$ cat config.mk
export PLATFORM = sky130hd
export DESIGN_NAME = comm_loss_watchdog_pair
export DESIGN_NICKNAME = d
export VERILOG_FILES = /design/src/wdog_pkg.sv /design/src/wd_timer.sv /design/src/comm_loss_watchdog_pair.sv
export SDC_FILE = /design/constraint.sdc
export NUM_CORES = 1
export LEC_CHECK = 0
export BUFFER_PORTS_ARGS = -buffer_cell sky130_fd_sc_hd__buf_4
export CORE_ASPECT_RATIO = 0.6
export CORE_MARGIN = 8
export CORE_UTILIZATION = 25
export CTS_BUF_LIST = sky130_fd_sc_hd__clkbuf_8
export DETAILED_ROUTE_END_ITERATION = 7
export PLACE_DENSITY = 0.44
export SLEW_MARGIN = 5
export SYNTH_ARGS = -nofsm -noshare
export SYNTH_HDL_FRONTEND = slang
export SYNTH_SLANG_ARGS = --single-unit
$ cat constraint.sdc
create_clock -name CORE_CLK_I -period 3.95 [get_ports CORE_CLK_I]
set_clock_uncertainty 0.05 [all_clocks]
set_input_delay 0.1975 -clock CORE_CLK_I [delete_from_list [all_inputs] [get_ports CORE_CLK_I]]
set_output_delay 0.1975 -clock CORE_CLK_I [all_outputs]
set_load 0.01 [all_outputs]
$ cat src/wdog_pkg.sv
// constants shared by the watchdog pair: register offsets, reset values, timing
// assumes a 125 MHz core clock and a 25 MHz base tick derived from it
package wdog_pkg;

  // register offsets, byte addresses on the local register port
  localparam logic [11:0] TICK_DIVIDER_OFS  = 12'h400;
  localparam logic [11:0] LOCAL_COUNT_OFS   = 12'h410;
  localparam logic [11:0] BUFFER_COUNT_OFS  = 12'h420;
  localparam logic [11:0] SAFE_VALUE_OFS    = 12'h430;
  localparam logic [11:0] STATUS_OFS        = 12'h440;

  // status field positions
  localparam int STAT_LOCAL_EXPIRED_BIT  = 0;
  localparam int STAT_BUFFER_EXPIRED_BIT = 1;

  // reset values: give the usual 100 ms timeout
  localparam logic [15:0] TICK_DIVIDER_RST  = 16'h09c2;  // 2498
  localparam logic [15:0] LOCAL_COUNT_RST   = 16'h03e8;  // 1000
  localparam logic [15:0] BUFFER_COUNT_RST  = 16'h03e8;  // 1000
  localparam logic [15:0] SAFE_VALUE_RST    = 16'h0000;  // outputs off

  // extra base periods added to the divider per tick
  localparam logic [16:0] TICK_DIVIDER_ADD  = 17'h00002;

  // timing: base period and core clock period in picoseconds
  localparam int BASE_PERIOD_PS = 40000;
  localparam int CLK_PERIOD_PS  = 8000;
  // whole core cycles per base period, rounded up
  localparam int BASE_CYCLES    = (BASE_PERIOD_PS + CLK_PERIOD_PS - 1) / CLK_PERIOD_PS;

  // watchdog states
  typedef enum logic [1:0] {
    WD_RUNNING  = 2'b00,
    WD_EXPIRED  = 2'b01,
    WD_DISABLED = 2'b10
  } wd_state_type;

endpackage

$ cat src/wd_timer.sv
// one timeout counter of the pair, counting shared watchdog ticks
// assumes tick_i and restart_i are single-cycle pulses in the core clock domain
`timescale 1ns/1ps
module wd_timer #(
  parameter int COUNT_W = 16
) (
  // clock, reset and enable
  input  wire logic               clk_i,
  input  wire logic               rst_b_i,
  input  wire logic               ce_i,
  // control
  input  wire logic               tick_i,
  input  wire logic               restart_i,
  input  wire logic [COUNT_W-1:0] count_i,
  // status
  output logic                    expired_o
);

  initial begin
    if (COUNT_W < 1) $error("wd_timer: COUNT_W must be at least 1");
  end

  wdog_pkg::wd_state_type state;       // current watchdog state
  wdog_pkg::wd_state_type next_state;  // next watchdog state
  logic [COUNT_W-1:0]     remain;      // ticks left before firing
  logic [COUNT_W-1:0]     next_remain;

  // next state: restart beats a tick landing in the same cycle
  always_comb begin
    next_state  = state;
    next_remain = remain;
    case (state)
      wdog_pkg::WD_RUNNING: begin
        if (count_i == '0) begin
          next_state = wdog_pkg::WD_DISABLED;
        end else if (restart_i) begin
          next_remain = count_i;
        end else if (tick_i) begin
          if (remain <= COUNT_W'(1)) begin
            next_state = wdog_pkg::WD_EXPIRED;
          end else begin
            next_remain = remain - COUNT_W'(1);
          end
        end
      end
      wdog_pkg::WD_EXPIRED: begin
        // stays fired until valid traffic comes back or the count is set to zero
        if (count_i == '0) begin
          next_state = wdog_pkg::WD_DISABLED;
        end else if (restart_i) begin
          next_state  = wdog_pkg::WD_RUNNING;
          next_remain = count_i;
        end
      end
      wdog_pkg::WD_DISABLED: begin
        // a nonzero count re-arms with a full timeout
        if (count_i != '0) begin
          next_state  = wdog_pkg::WD_RUNNING;
          next_remain = count_i;
        end
      end
      default: begin
        next_state = wdog_pkg::WD_RUNNING;
      end
    endcase
  end

  // state registers
  always_ff @(posedge clk_i or negedge rst_b_i) begin
    if (!rst_b_i) begin
      state  <= wdog_pkg::WD_DISABLED;
      remain <= '0;
    end else if (ce_i) begin
      state  <= next_state;
      remain <= next_remain;
    end
  end

  assign expired_o = (state == wdog_pkg::WD_EXPIRED);

endmodule // wd_timer

$ cat src/comm_loss_watchdog_pair.sv
// pair of communication-loss watchdogs with shared tick divider and safe-output forcing
// assumes a synchronous register port and single-cycle access pulses from both sides
`timescale 1ns/1ps
module comm_loss_watchdog_pair #(
  parameter int OUT_W   = 16,
  parameter int COUNT_W = 16
) (
  // clock, reset, enable
  input  wire logic             CORE_CLK_I,
  input  wire logic             RST_B_I,
  input  wire logic             CE_I,
  // register port
  input  wire logic [11:0]      REG_ADDR_I,
  input  wire logic             REG_WR_I,
  input  wire logic             REG_RD_I,
  input  wire logic [15:0]      REG_WDATA_I,
  output logic      [15:0]      REG_RDATA_O,
  // traffic events
  input  wire logic             NET_PD_ACCESS_I,
  input  wire logic             LOCAL_PD_ACCESS_I,
  // communication state passes through untouched
  input  wire logic [3:0]       COMM_STATE_I,
  output logic      [3:0]       COMM_STATE_O,
  // process outputs
  input  wire logic [OUT_W-1:0] PD_OUT_I,
  output logic      [OUT_W-1:0] PD_OUT_O,
  // status
  output logic                  BUFFER_EXPIRED_O,
  output logic                  LOCAL_EXPIRED_O
);

  initial begin
    if (OUT_W < 1 || OUT_W > 16) $error("OUT_W must be 1..16");
    if (COUNT_W != 16) $error("COUNT_W must be 16 to match the registers");
  end

  localparam logic [2:0] BASE_LAST = 3'(wdog_pkg::BASE_CYCLES - 1);

  // decode of a register offset, shared by write and read paths
  function automatic logic hit(input logic [11:0] addr, input logic [11:0] ofs);
    hit = (addr == ofs);
  endfunction

  // registers and their next values
  logic [15:0]      tick_divider;                  // shared tick length
  logic [15:0]      local_interface_timeout_count;  // local watchdog count
  logic [15:0]      buffer_timeout_count;          // buffer watchdog count
  logic [15:0]      safe_value;                    // value forced on expiry
  logic [15:0]      next_tick_divider;
  logic [15:0]      next_local_count;
  logic [15:0]      next_buffer_count;
  logic [15:0]      next_safe_value;
  logic [15:0]      next_rdata;

  // tick generation
  logic [2:0]       base_cnt;     // core cycles within a base period
  logic [16:0]      tick_cnt;     // base periods within a tick
  logic [2:0]       next_base_cnt;
  logic [16:0]      next_tick_cnt;
  logic             base_pulse;
  logic             tick;

  // watchdog results and output stage
  logic [1:0]       expired;      // bit 0 local, bit 1 buffer
  logic [OUT_W-1:0] next_pd_out;
  logic [3:0]       next_comm_state;

  // register writes; a register not written keeps its value
  always_comb begin
    next_tick_divider = tick_divider;
    next_local_count  = local_interface_timeout_count;
    next_buffer_count = buffer_timeout_count;
    next_safe_value   = safe_value;
    if (REG_WR_I) begin
      if (hit(REG_ADDR_I, wdog_pkg::TICK_DIVIDER_OFS)) next_tick_divider = REG_WDATA_I;
      if (hit(REG_ADDR_I, wdog_pkg::LOCAL_COUNT_OFS))  next_local_count  = REG_WDATA_I;
      if (hit(REG_ADDR_I, wdog_pkg::BUFFER_COUNT_OFS)) next_buffer_count = REG_WDATA_I;
      if (hit(REG_ADDR_I, wdog_pkg::SAFE_VALUE_OFS))   next_safe_value   = REG_WDATA_I;
    end
  end

  // read mux; unmapped offsets read zero, data valid one cycle after the strobe
  always_comb begin
    next_rdata = 16'h0000;
    if (hit(REG_ADDR_I, wdog_pkg::TICK_DIVIDER_OFS)) next_rdata = tick_divider;
    if (hit(REG_ADDR_I, wdog_pkg::LOCAL_COUNT_OFS))  next_rdata = local_interface_timeout_count;
    if (hit(REG_ADDR_I, wdog_pkg::BUFFER_COUNT_OFS)) next_rdata = buffer_timeout_count;
    if (hit(REG_ADDR_I, wdog_pkg::SAFE_VALUE_OFS))   next_rdata = safe_value;
    if (hit(REG_ADDR_I, wdog_pkg::STATUS_OFS)) begin
      next_rdata[wdog_pkg::STAT_LOCAL_EXPIRED_BIT]  = expired[0];
      next_rdata[wdog_pkg::STAT_BUFFER_EXPIRED_BIT] = expired[1];
    end
    if (!REG_RD_I) next_rdata = REG_RDATA_O;
  end

  // register file flops; contents hold until software rewrites them or reset reloads the defaults
  always_ff @(posedge CORE_CLK_I or negedge RST_B_I) begin
    if (!RST_B_I) begin
      tick_divider                  <= wdog_pkg::TICK_DIVIDER_RST;
      local_interface_timeout_count <= wdog_pkg::LOCAL_COUNT_RST;
      buffer_timeout_count          <= wdog_pkg::BUFFER_COUNT_RST;
      safe_value                    <= wdog_pkg::SAFE_VALUE_RST;
      REG_RDATA_O                   <= 16'h0000;
    end else if (CE_I) begin
      tick_divider                  <= next_tick_divider;
      local_interface_timeout_count <= next_local_count;
      buffer_timeout_count          <= next_buffer_count;
      safe_value                    <= next_safe_value;
      REG_RDATA_O                   <= next_rdata;
    end
  end

  // base period and tick divider; 17-bit tick counter reaches 65537 periods,
  // so with a 16-bit count the longest timeout is near 172 s
  always_comb begin
    base_pulse    = (base_cnt == BASE_LAST);
    next_base_cnt = base_pulse ? 3'h0 : base_cnt + 3'h1;
    tick          = base_pulse && (tick_cnt >= {1'b0, tick_divider} + wdog_pkg::TICK_DIVIDER_ADD - 17'h00001);
    next_tick_cnt = tick_cnt;
    if (base_pulse) next_tick_cnt = tick ? 17'h00000 : tick_cnt + 17'h00001;
  end

  // divider flops; free running, so a restart sees up to one tick of jitter
  always_ff @(posedge CORE_CLK_I or negedge RST_B_I) begin
    if (!RST_B_I) begin
      base_cnt <= 3'h0;
      tick_cnt <= 17'h00000;
    end else if (CE_I) begin
      base_cnt <= next_base_cnt;
      tick_cnt <= next_tick_cnt;
    end
  end

  // the two timers: index 0 local side, index 1 network side
  genvar g;
  generate
    for (g = 0; g < 2; g++) begin : g_wd
      wd_timer #(
        .COUNT_W (COUNT_W)
      ) u_timer (
        .clk_i     (CORE_CLK_I),
        .rst_b_i   (RST_B_I),
        .ce_i      (CE_I),
        .tick_i    (tick),
        .restart_i ((g == 0) ? LOCAL_PD_ACCESS_I : NET_PD_ACCESS_I),
        .count_i   ((g == 0) ? local_interface_timeout_count : buffer_timeout_count),
        .expired_o (expired[g])
      );
    end
  endgenerate

  // output stage: either watchdog firing forces the safe value
  always_comb begin
    next_pd_out     = (|expired) ? safe_value[OUT_W-1:0] : PD_OUT_I;
    next_comm_state = COMM_STATE_I;
  end

  // output flops
  always_ff @(posedge CORE_CLK_I or negedge RST_B_I) begin
    if (!RST_B_I) begin
      PD_OUT_O         <= '0;
      COMM_STATE_O     <= 4'h0;
      BUFFER_EXPIRED_O <= 1'b0;
      LOCAL_EXPIRED_O  <= 1'b0;
    end else if (CE_I) begin
      PD_OUT_O         <= next_pd_out;
      COMM_STATE_O     <= next_comm_state;
      BUFFER_EXPIRED_O <= expired[1];
      LOCAL_EXPIRED_O  <= expired[0];
    end
  end

endmodule // comm_loss_watchdog_pair

Word level (Yosys, flattened, before mapping)
Index checks and enable logic that the tools add are counted.
{"block": "word_totals", "wordCells": 114, "input_bits": 55, "out_inout_bits": 38, "register_bits": 158}
{"block": "classes", "addsub": 6, "magnitude_cmp": 3, "mux": 40, "n_eq_ne": 30, "reduce_logical": 20}
{"cell": "$mux W16", "count": 19}
{"cell": "$pmux W16 S3", "count": 2}
{"cell": "$eq A12 B11 Y1 const B", "count": 5}
{"cell": "$le A16 B1 Y1 const B", "count": 2}
{"cell": "$logic_not A16 Y1", "count": 2}
{"cell": "$reduce_bool A16 Y1", "count": 2}
{"cell": "$sub A16 B1 Y16 const B", "count": 2}
{"cell": "$mux W2", "count": 15}
{"cell": "$add A16 B2 Y17 const B", "count": 1}
{"cell": "$add A17 B1 Y17 const B", "count": 1}
{"cell": "$ge A17 B17 Y1", "count": 1}
{"cell": "$mux W17", "count": 1}
{"cell": "$sub A17 B1 Y17 const B", "count": 1}
{"cell": "$reduce_and A8 Y1", "count": 2}
{"cell": "$ne A3 B3 Y1 const B", "count": 5}
{"cell": "$ne A2 B2 Y1 const B", "count": 6}
{"cell": "$ne A3 B2 Y1 const B", "count": 4}
{"cell": "$pmux W2 S3", "count": 2}
{"cell": "$reduce_and A3 Y1", "count": 4}
{"cell": "$reduce_and A6 Y1", "count": 2}
{"cell": "$ne A3 B1 Y1 const B", "count": 3}
{"cell": "$reduce_bool A3 Y1", "count": 2}
{"cell": "$eq A2 B1 Y1 const B", "count": 2}
{"cell": "$eq A2 B2 Y1 const B", "count": 2}
{"cell": "other kinds (8)", "count": 11}

Longest topological paths before layout
{"block": "depth", "word_depth": 8, "ltp_mapped": 15, "mapped_depth_nobuf": 14}

Modules after synthesis
A second synthesis with hierarchy kept.
{"block": "hier_totals", "hier_cells": 830, "area_unflattened_um2": 8913.5}
{"module": "comm_loss_watchdog_pair", "cells_each": 508, "seq_area_each_um2": 3074.2, "n_inst": 1, "area_per_inst_um2": 6053.3}
{"module": "wd_timer (g_wd[1].u_timer)", "cells_each": 159, "seq_area_each_um2": 451.7, "n_inst": 1, "area_per_inst_um2": 1507.7}
{"module": "wd_timer (g_wd[0].u_timer)", "cells_each": 163, "seq_area_each_um2": 451.7, "n_inst": 1, "area_per_inst_um2": 1352.5}

Worst setup path after synthesis
No wires, ideal clock.
{"block": "synth_timing", "path_kind": "reg2reg", "startpoint": "register tick_divider[1]", "endpoint": "register g_wd[1].u_timer.remain[3]", "path_slack_ps": 749, "synth_period_minus_slack_ps": 3201, "arrival_time_ps": 3006, "setup_time_ps": 145, "path_stages_with_launch": 14, "t_required_ps": 3755, "path_cell_list": "dfstp_2 -> ha_1 -> nand3_1 -> nor2_1 -> nand3_1 -> xor2_1 -> ha_1 -> a21oi_1 -> o21ai_0 -> nor4_1 -> o211ai_1 -> a22oi_1 -> buf_2 -> o211ai_1"}
{"block": "synth_between", "elab_chain_cells": 6}
{"element": "from (decl)", "line": "comm_loss_watchdog_pair.sv:45", "rtl": "logic [15:0] tick_divider;"}
{"element": "from (signal assigned)", "line": "comm_loss_watchdog_pair.sv:99", "rtl": "tick_divider <= wdog_pkg::TICK_DIVIDER_RST;"}
{"element": "from (signal assigned)", "line": "comm_loss_watchdog_pair.sv:105", "rtl": "tick_divider <= next_tick_divider;"}
{"element": "$add A16 B2 Y17", "line": "comm_loss_watchdog_pair.sv:118", "rtl": "tick = base_pulse && (tick_cnt >= {1'b0, tick_divider} + wdog_pkg::TICK_DIVIDER_ADD - 17'h00001);"}
{"element": "$sub A17 B1 Y17", "line": "comm_loss_watchdog_pair.sv:118"}
{"element": "$ge A17 B17 Y1", "line": "comm_loss_watchdog_pair.sv:118"}
{"element": "$logic_and A1 B1 Y1", "line": "comm_loss_watchdog_pair.sv:118"}
{"element": "$ne A3 B3 Y1 (no source line)"}
{"element": "$reduce_and A8 Y1 (no source line)"}
{"element": "to (signal assigned)", "line": "wd_timer.sv:75", "rtl": "remain <= next_remain;"}
{"element": "to (decl)", "line": "wd_timer.sv:25", "rtl": "logic [COUNT_W-1:0] remain;"}
Every way passes these cells.
A chain may end at the register's enable or synchronous reset.

Worst setup path after layout
{"block": "layout_timing", "startpoint": "register tick_divider[3]", "endpoint": "register g_wd[1].u_timer.remain[14]"}
The elaborated chain is that of the path after synthesis.

==> flow_summary.json <==
{
  "start_kind": "flip-flop",
  "cts_buffers": 17,
  "r2r.worst_path.cells": 16,
  "fin_tns_setup_ns": 0,
  "placed_cells": 1398,
  "cts_sinks": 158,
  "crit_type": "reg -> reg",
  "fin_crit_sh_pct": 91.0,
  "num_antenna_cells": 0,
  "insertion_delay_ns": 0.48,
  "grt_pass1_vias": 6843,
  "row_count": 52,
  "endpoint": "g_wd[1].u_timer.remain[14]",
  "path_clk_slew_ns": 0.08,
  "cts_setup_buffers": 0,
  "synth_area_leaders": "dfrtp_1 41%, mux2_2 10%, dfstp_2 5.8%",
  "hold_path.class": "in -> reg",
  "route.met3.wl_um": 1350,
  "setup_violations": 0,
  "final_max_slew_viol_count": 0,
  "synthFlopType": "dfrtp_1",
  "layout_commonest_cell": "dfrtp_1",
  "wl_met1_um": 15900,
  "yosys.area.top_type": "dfrtp_1",
  "grt_usage_pct": 14.0,
  "synth_top_area_share_pct": 40.5,
  "end_kind": "flip-flop",
  "post-route-min-period_ns": 3.59,
  "startpoint": "tick_divider[3]",
  "num_vias": 7089,
  "drc": 0,
  "arrival_ns": 3.90,
  "mostFrequentLayoutCells": "139 x dfrtp_1, 106 x buf_4, 92 x nor2_1",
  "p_per_area_mw_per_mm2": 434,
  "critPathMaxFanout": 19,
  "dpl.hpwl_um": 21200,
  "r2r-end": "g_wd[1].u_timer.remain[14]",
  "leakage_nw": 4.81,
  "first_pass_iters": 5,
  "grt_pass1_wl_um": 43900,
  "placed_area_mm2": 0.00982,
  "via_per_inst": 4.84,
  "die-area_mm2": 0.0407,
  "syn_nets": 961,
  "max_stage_delay_ns": 0.43,
  "synth_seq_area_share_pct": 46.3,
  "route.met2.wl_um": 10900,
  "drive_gt1_share_pct": 24.8,
  "portBuffers": 92,
  "core_mm2": 0.0338,
  "synth_cell_types": 58,
  "worstMarginPinSlew_ns": 0.901,
  "initial_core_util_pct": 25.4,
  "place_congestion": 0.854,
  "grt_max_degree": 89,
  "layout-area-overhead-vs-synth_pct": 23.8,
  "cts_tree": "yes",
  "synthArstFlopShare_pct": 100,
  "cp_cell_sequence": "and3_1, and3_1, nand3_1, nor2_2, nand3_1, xor2_1, ha_1, a21oi_1, o21ai_1, nor4_2, o211ai_1, buf_4, a22oi_1, buf_4, buf_4, o21ai_0",
  "r2r_start": "tick_divider[3]",
  "maxCapViolations": 0,
  "ff2ff_setup_slack_ns": 0.36,
  "cp_data_required_time_ns": 4.25,
  "top_layer": "met4",
  "status": "complete, no violations",
  "synth.avg_cell_area_um2": 9.84,
  "drtIter0Drc": 635,
  "wl_um": 28600,
  "synth_cells": 873,
  "syn_area_mm2": 0.00859,
  "ant_nets": 0,
  "hold_viol_final": 0,
  "ys_warn_count": 0,
  "grt_antenna_before_repair": 0,
  "ir_drop_mv": 0.211,
  "fin_nets": 1082,
  "synth_edf_count": 0,
  "relSlewSlack_pct": 39.9,
  "die_width_um": 255,
  "clockBufferDepth": 2,
  "routedWlPerCell_um": 19.5,
  "grt.overflow.total": 0,
  "io_pins": 93,
  "rsz0062_at_grt": "no",
  "crit_slowest_cell": "dfrtp_1",
  "clockRootBuffer": "clkbuf_8",
  "design_area_mm2": 0.0106,
  "die-height_um": 160,
  "final_cell_count_no_fill": 1466,
  "h-tree-depth": 4,
  "fmax_mhz": 278,
  "ys_seq_elements": 158,
  "worst_path_most_repeated_cell": "buf_4"
}
-- area by class of cell --
class | instances | area [um2]
fillers | 3540 | 23100
multi-input cells | 649 | 4350
flip-flops and latches | 158 | 3980
repair buffers | 145 | 1210
well taps | 459 | 574
clock buffers | 19 | 262
clock inverters | 13 | 174
inverters | 23 | 86.3
-- report_power, final --
group | switching (mW) | internal [mW] | leakage [nW]
Clock | 0.653 | 0.715 | 0.225
Combinational | 0.780 | 0.498 | 2.54
Sequential | 0.178 | 1.79 | 2.04
-- layer usage --
| metal | global-route usage [%] | vias up |
|---|---|---|
| met5 | 0 | - |
| met4 | 3.45 | 0 |
| met3 | 2.77 | 26 |
| met2 | 18.0 | 172 |
| met1 | 22.9 | 3474 |
| li1 | - | 3417 |
-- per-stage QoR --
step                setup slack (ns)  util (%)  hold WS [ns]  total power [mW]
floorplan                      0.749         -        -0.148              2.77
global placement               0.306      29.1         0.319              3.24
detailed placement             0.167      29.1         0.317              3.23
CTS                            0.168      31.5        0.0252              4.65
global route                  0.0724      31.5        0.0397              4.90
finish                         0.355      31.5        0.0543              4.61
-- timing repair --
item / CTS / global route
hold buffers: 36 / 0
hold endpoints to repair: 167 / 0
resized for setup: 0 / 4
endpoints found under the setup margin: 0 / 29
-- flip-flops by register name, indices dropped and copies added, names as in the netlist, 4 cells and up --
register                       count
g_wd.u_timer.remain               32
tick_cnt                          17
PD_OUT_O                          16
REG_RDATA_O                       16
buffer_timeout_count              16
local_interface_timeout_count     16
safe_value                        16
tick_divider                      16
COMM_STATE_O                       4
g_wd.u_timer.state                 4
-- synth_stat cells (all sizes together), types with 4 or more instances --
| master | number |
|---|---|
| ha | 33 |
| mux2i | 20 |
| nor4 | 19 |
| clkbuf | 31 |
| a22oi | 10 |
| dfrtp | 139 |
| mux2 | 81 |
| o22ai | 17 |
| and3 | 9 |
| or4 | 4 |
| and2 | 4 |
| or2 | 6 |
| nand2b | 6 |
| nor2 | 94 |
| nand3 | 22 |
| o21ai | 86 |
| or3 | 7 |
| nand2 | 68 |
| nand4 | 13 |
| o211ai | 11 |
| a21oi | 50 |
| inv | 23 |
| o41ai | 14 |
| nor3 | 22 |
| xor2 | 13 |
| dfstp | 19 |
| xnor2 | 12 |
| buf | 12 |
| o311ai | 5 |
-- cells by family (layout without fill, tap and decap cells) --
group	after synthesis	after routing	synth area share (%)
AO/OA/AOI/OAI	209	209	14.5
XOR/XNOR	25	25	2.55
adder cells (fa/ha/maj)	33	33	4.81
buffers and inverters	66	200	3.18
flip-flops	158	158	46.3
multiplexers	101	101	13.0
AND/OR/NAND/NOR	281	281	15.7
-- worst min-delay path by stage --
stage / cells after the start / slack, ns / end / from
after floorplan: 0 / -0.15 / BUFFER_EXPIRED_O / RST_B_I
final: 3 / 0.05 / PD_OUT_O[9] / PD_OUT_I[9]
after detailed placement: 1 / 0.32 / base_cnt[1] / RST_B_I
after global placement: 1 / 0.32 / base_cnt[1] / RST_B_I
after global routing: 3 / 0.04 / PD_OUT_O[9] / PD_OUT_I[9]
after CTS: 3 / 0.03 / PD_OUT_O[9] / PD_OUT_I[9]
-- critical path, delay by kind of cell (launching register included) --
family | cells | cell delay [ns]
AND/OR/NAND/NOR | 6 | 1.28
adder cells (fa/ha/maj) | 1 | 0.29
buffers and inverters | 3 | 0.64
flip-flops | 1 | 0.43
XOR/XNOR | 1 | 0.16
AO/OA/AOI/OAI | 5 | 0.63
Note: power is estimated with default switching activity, not from simulation.
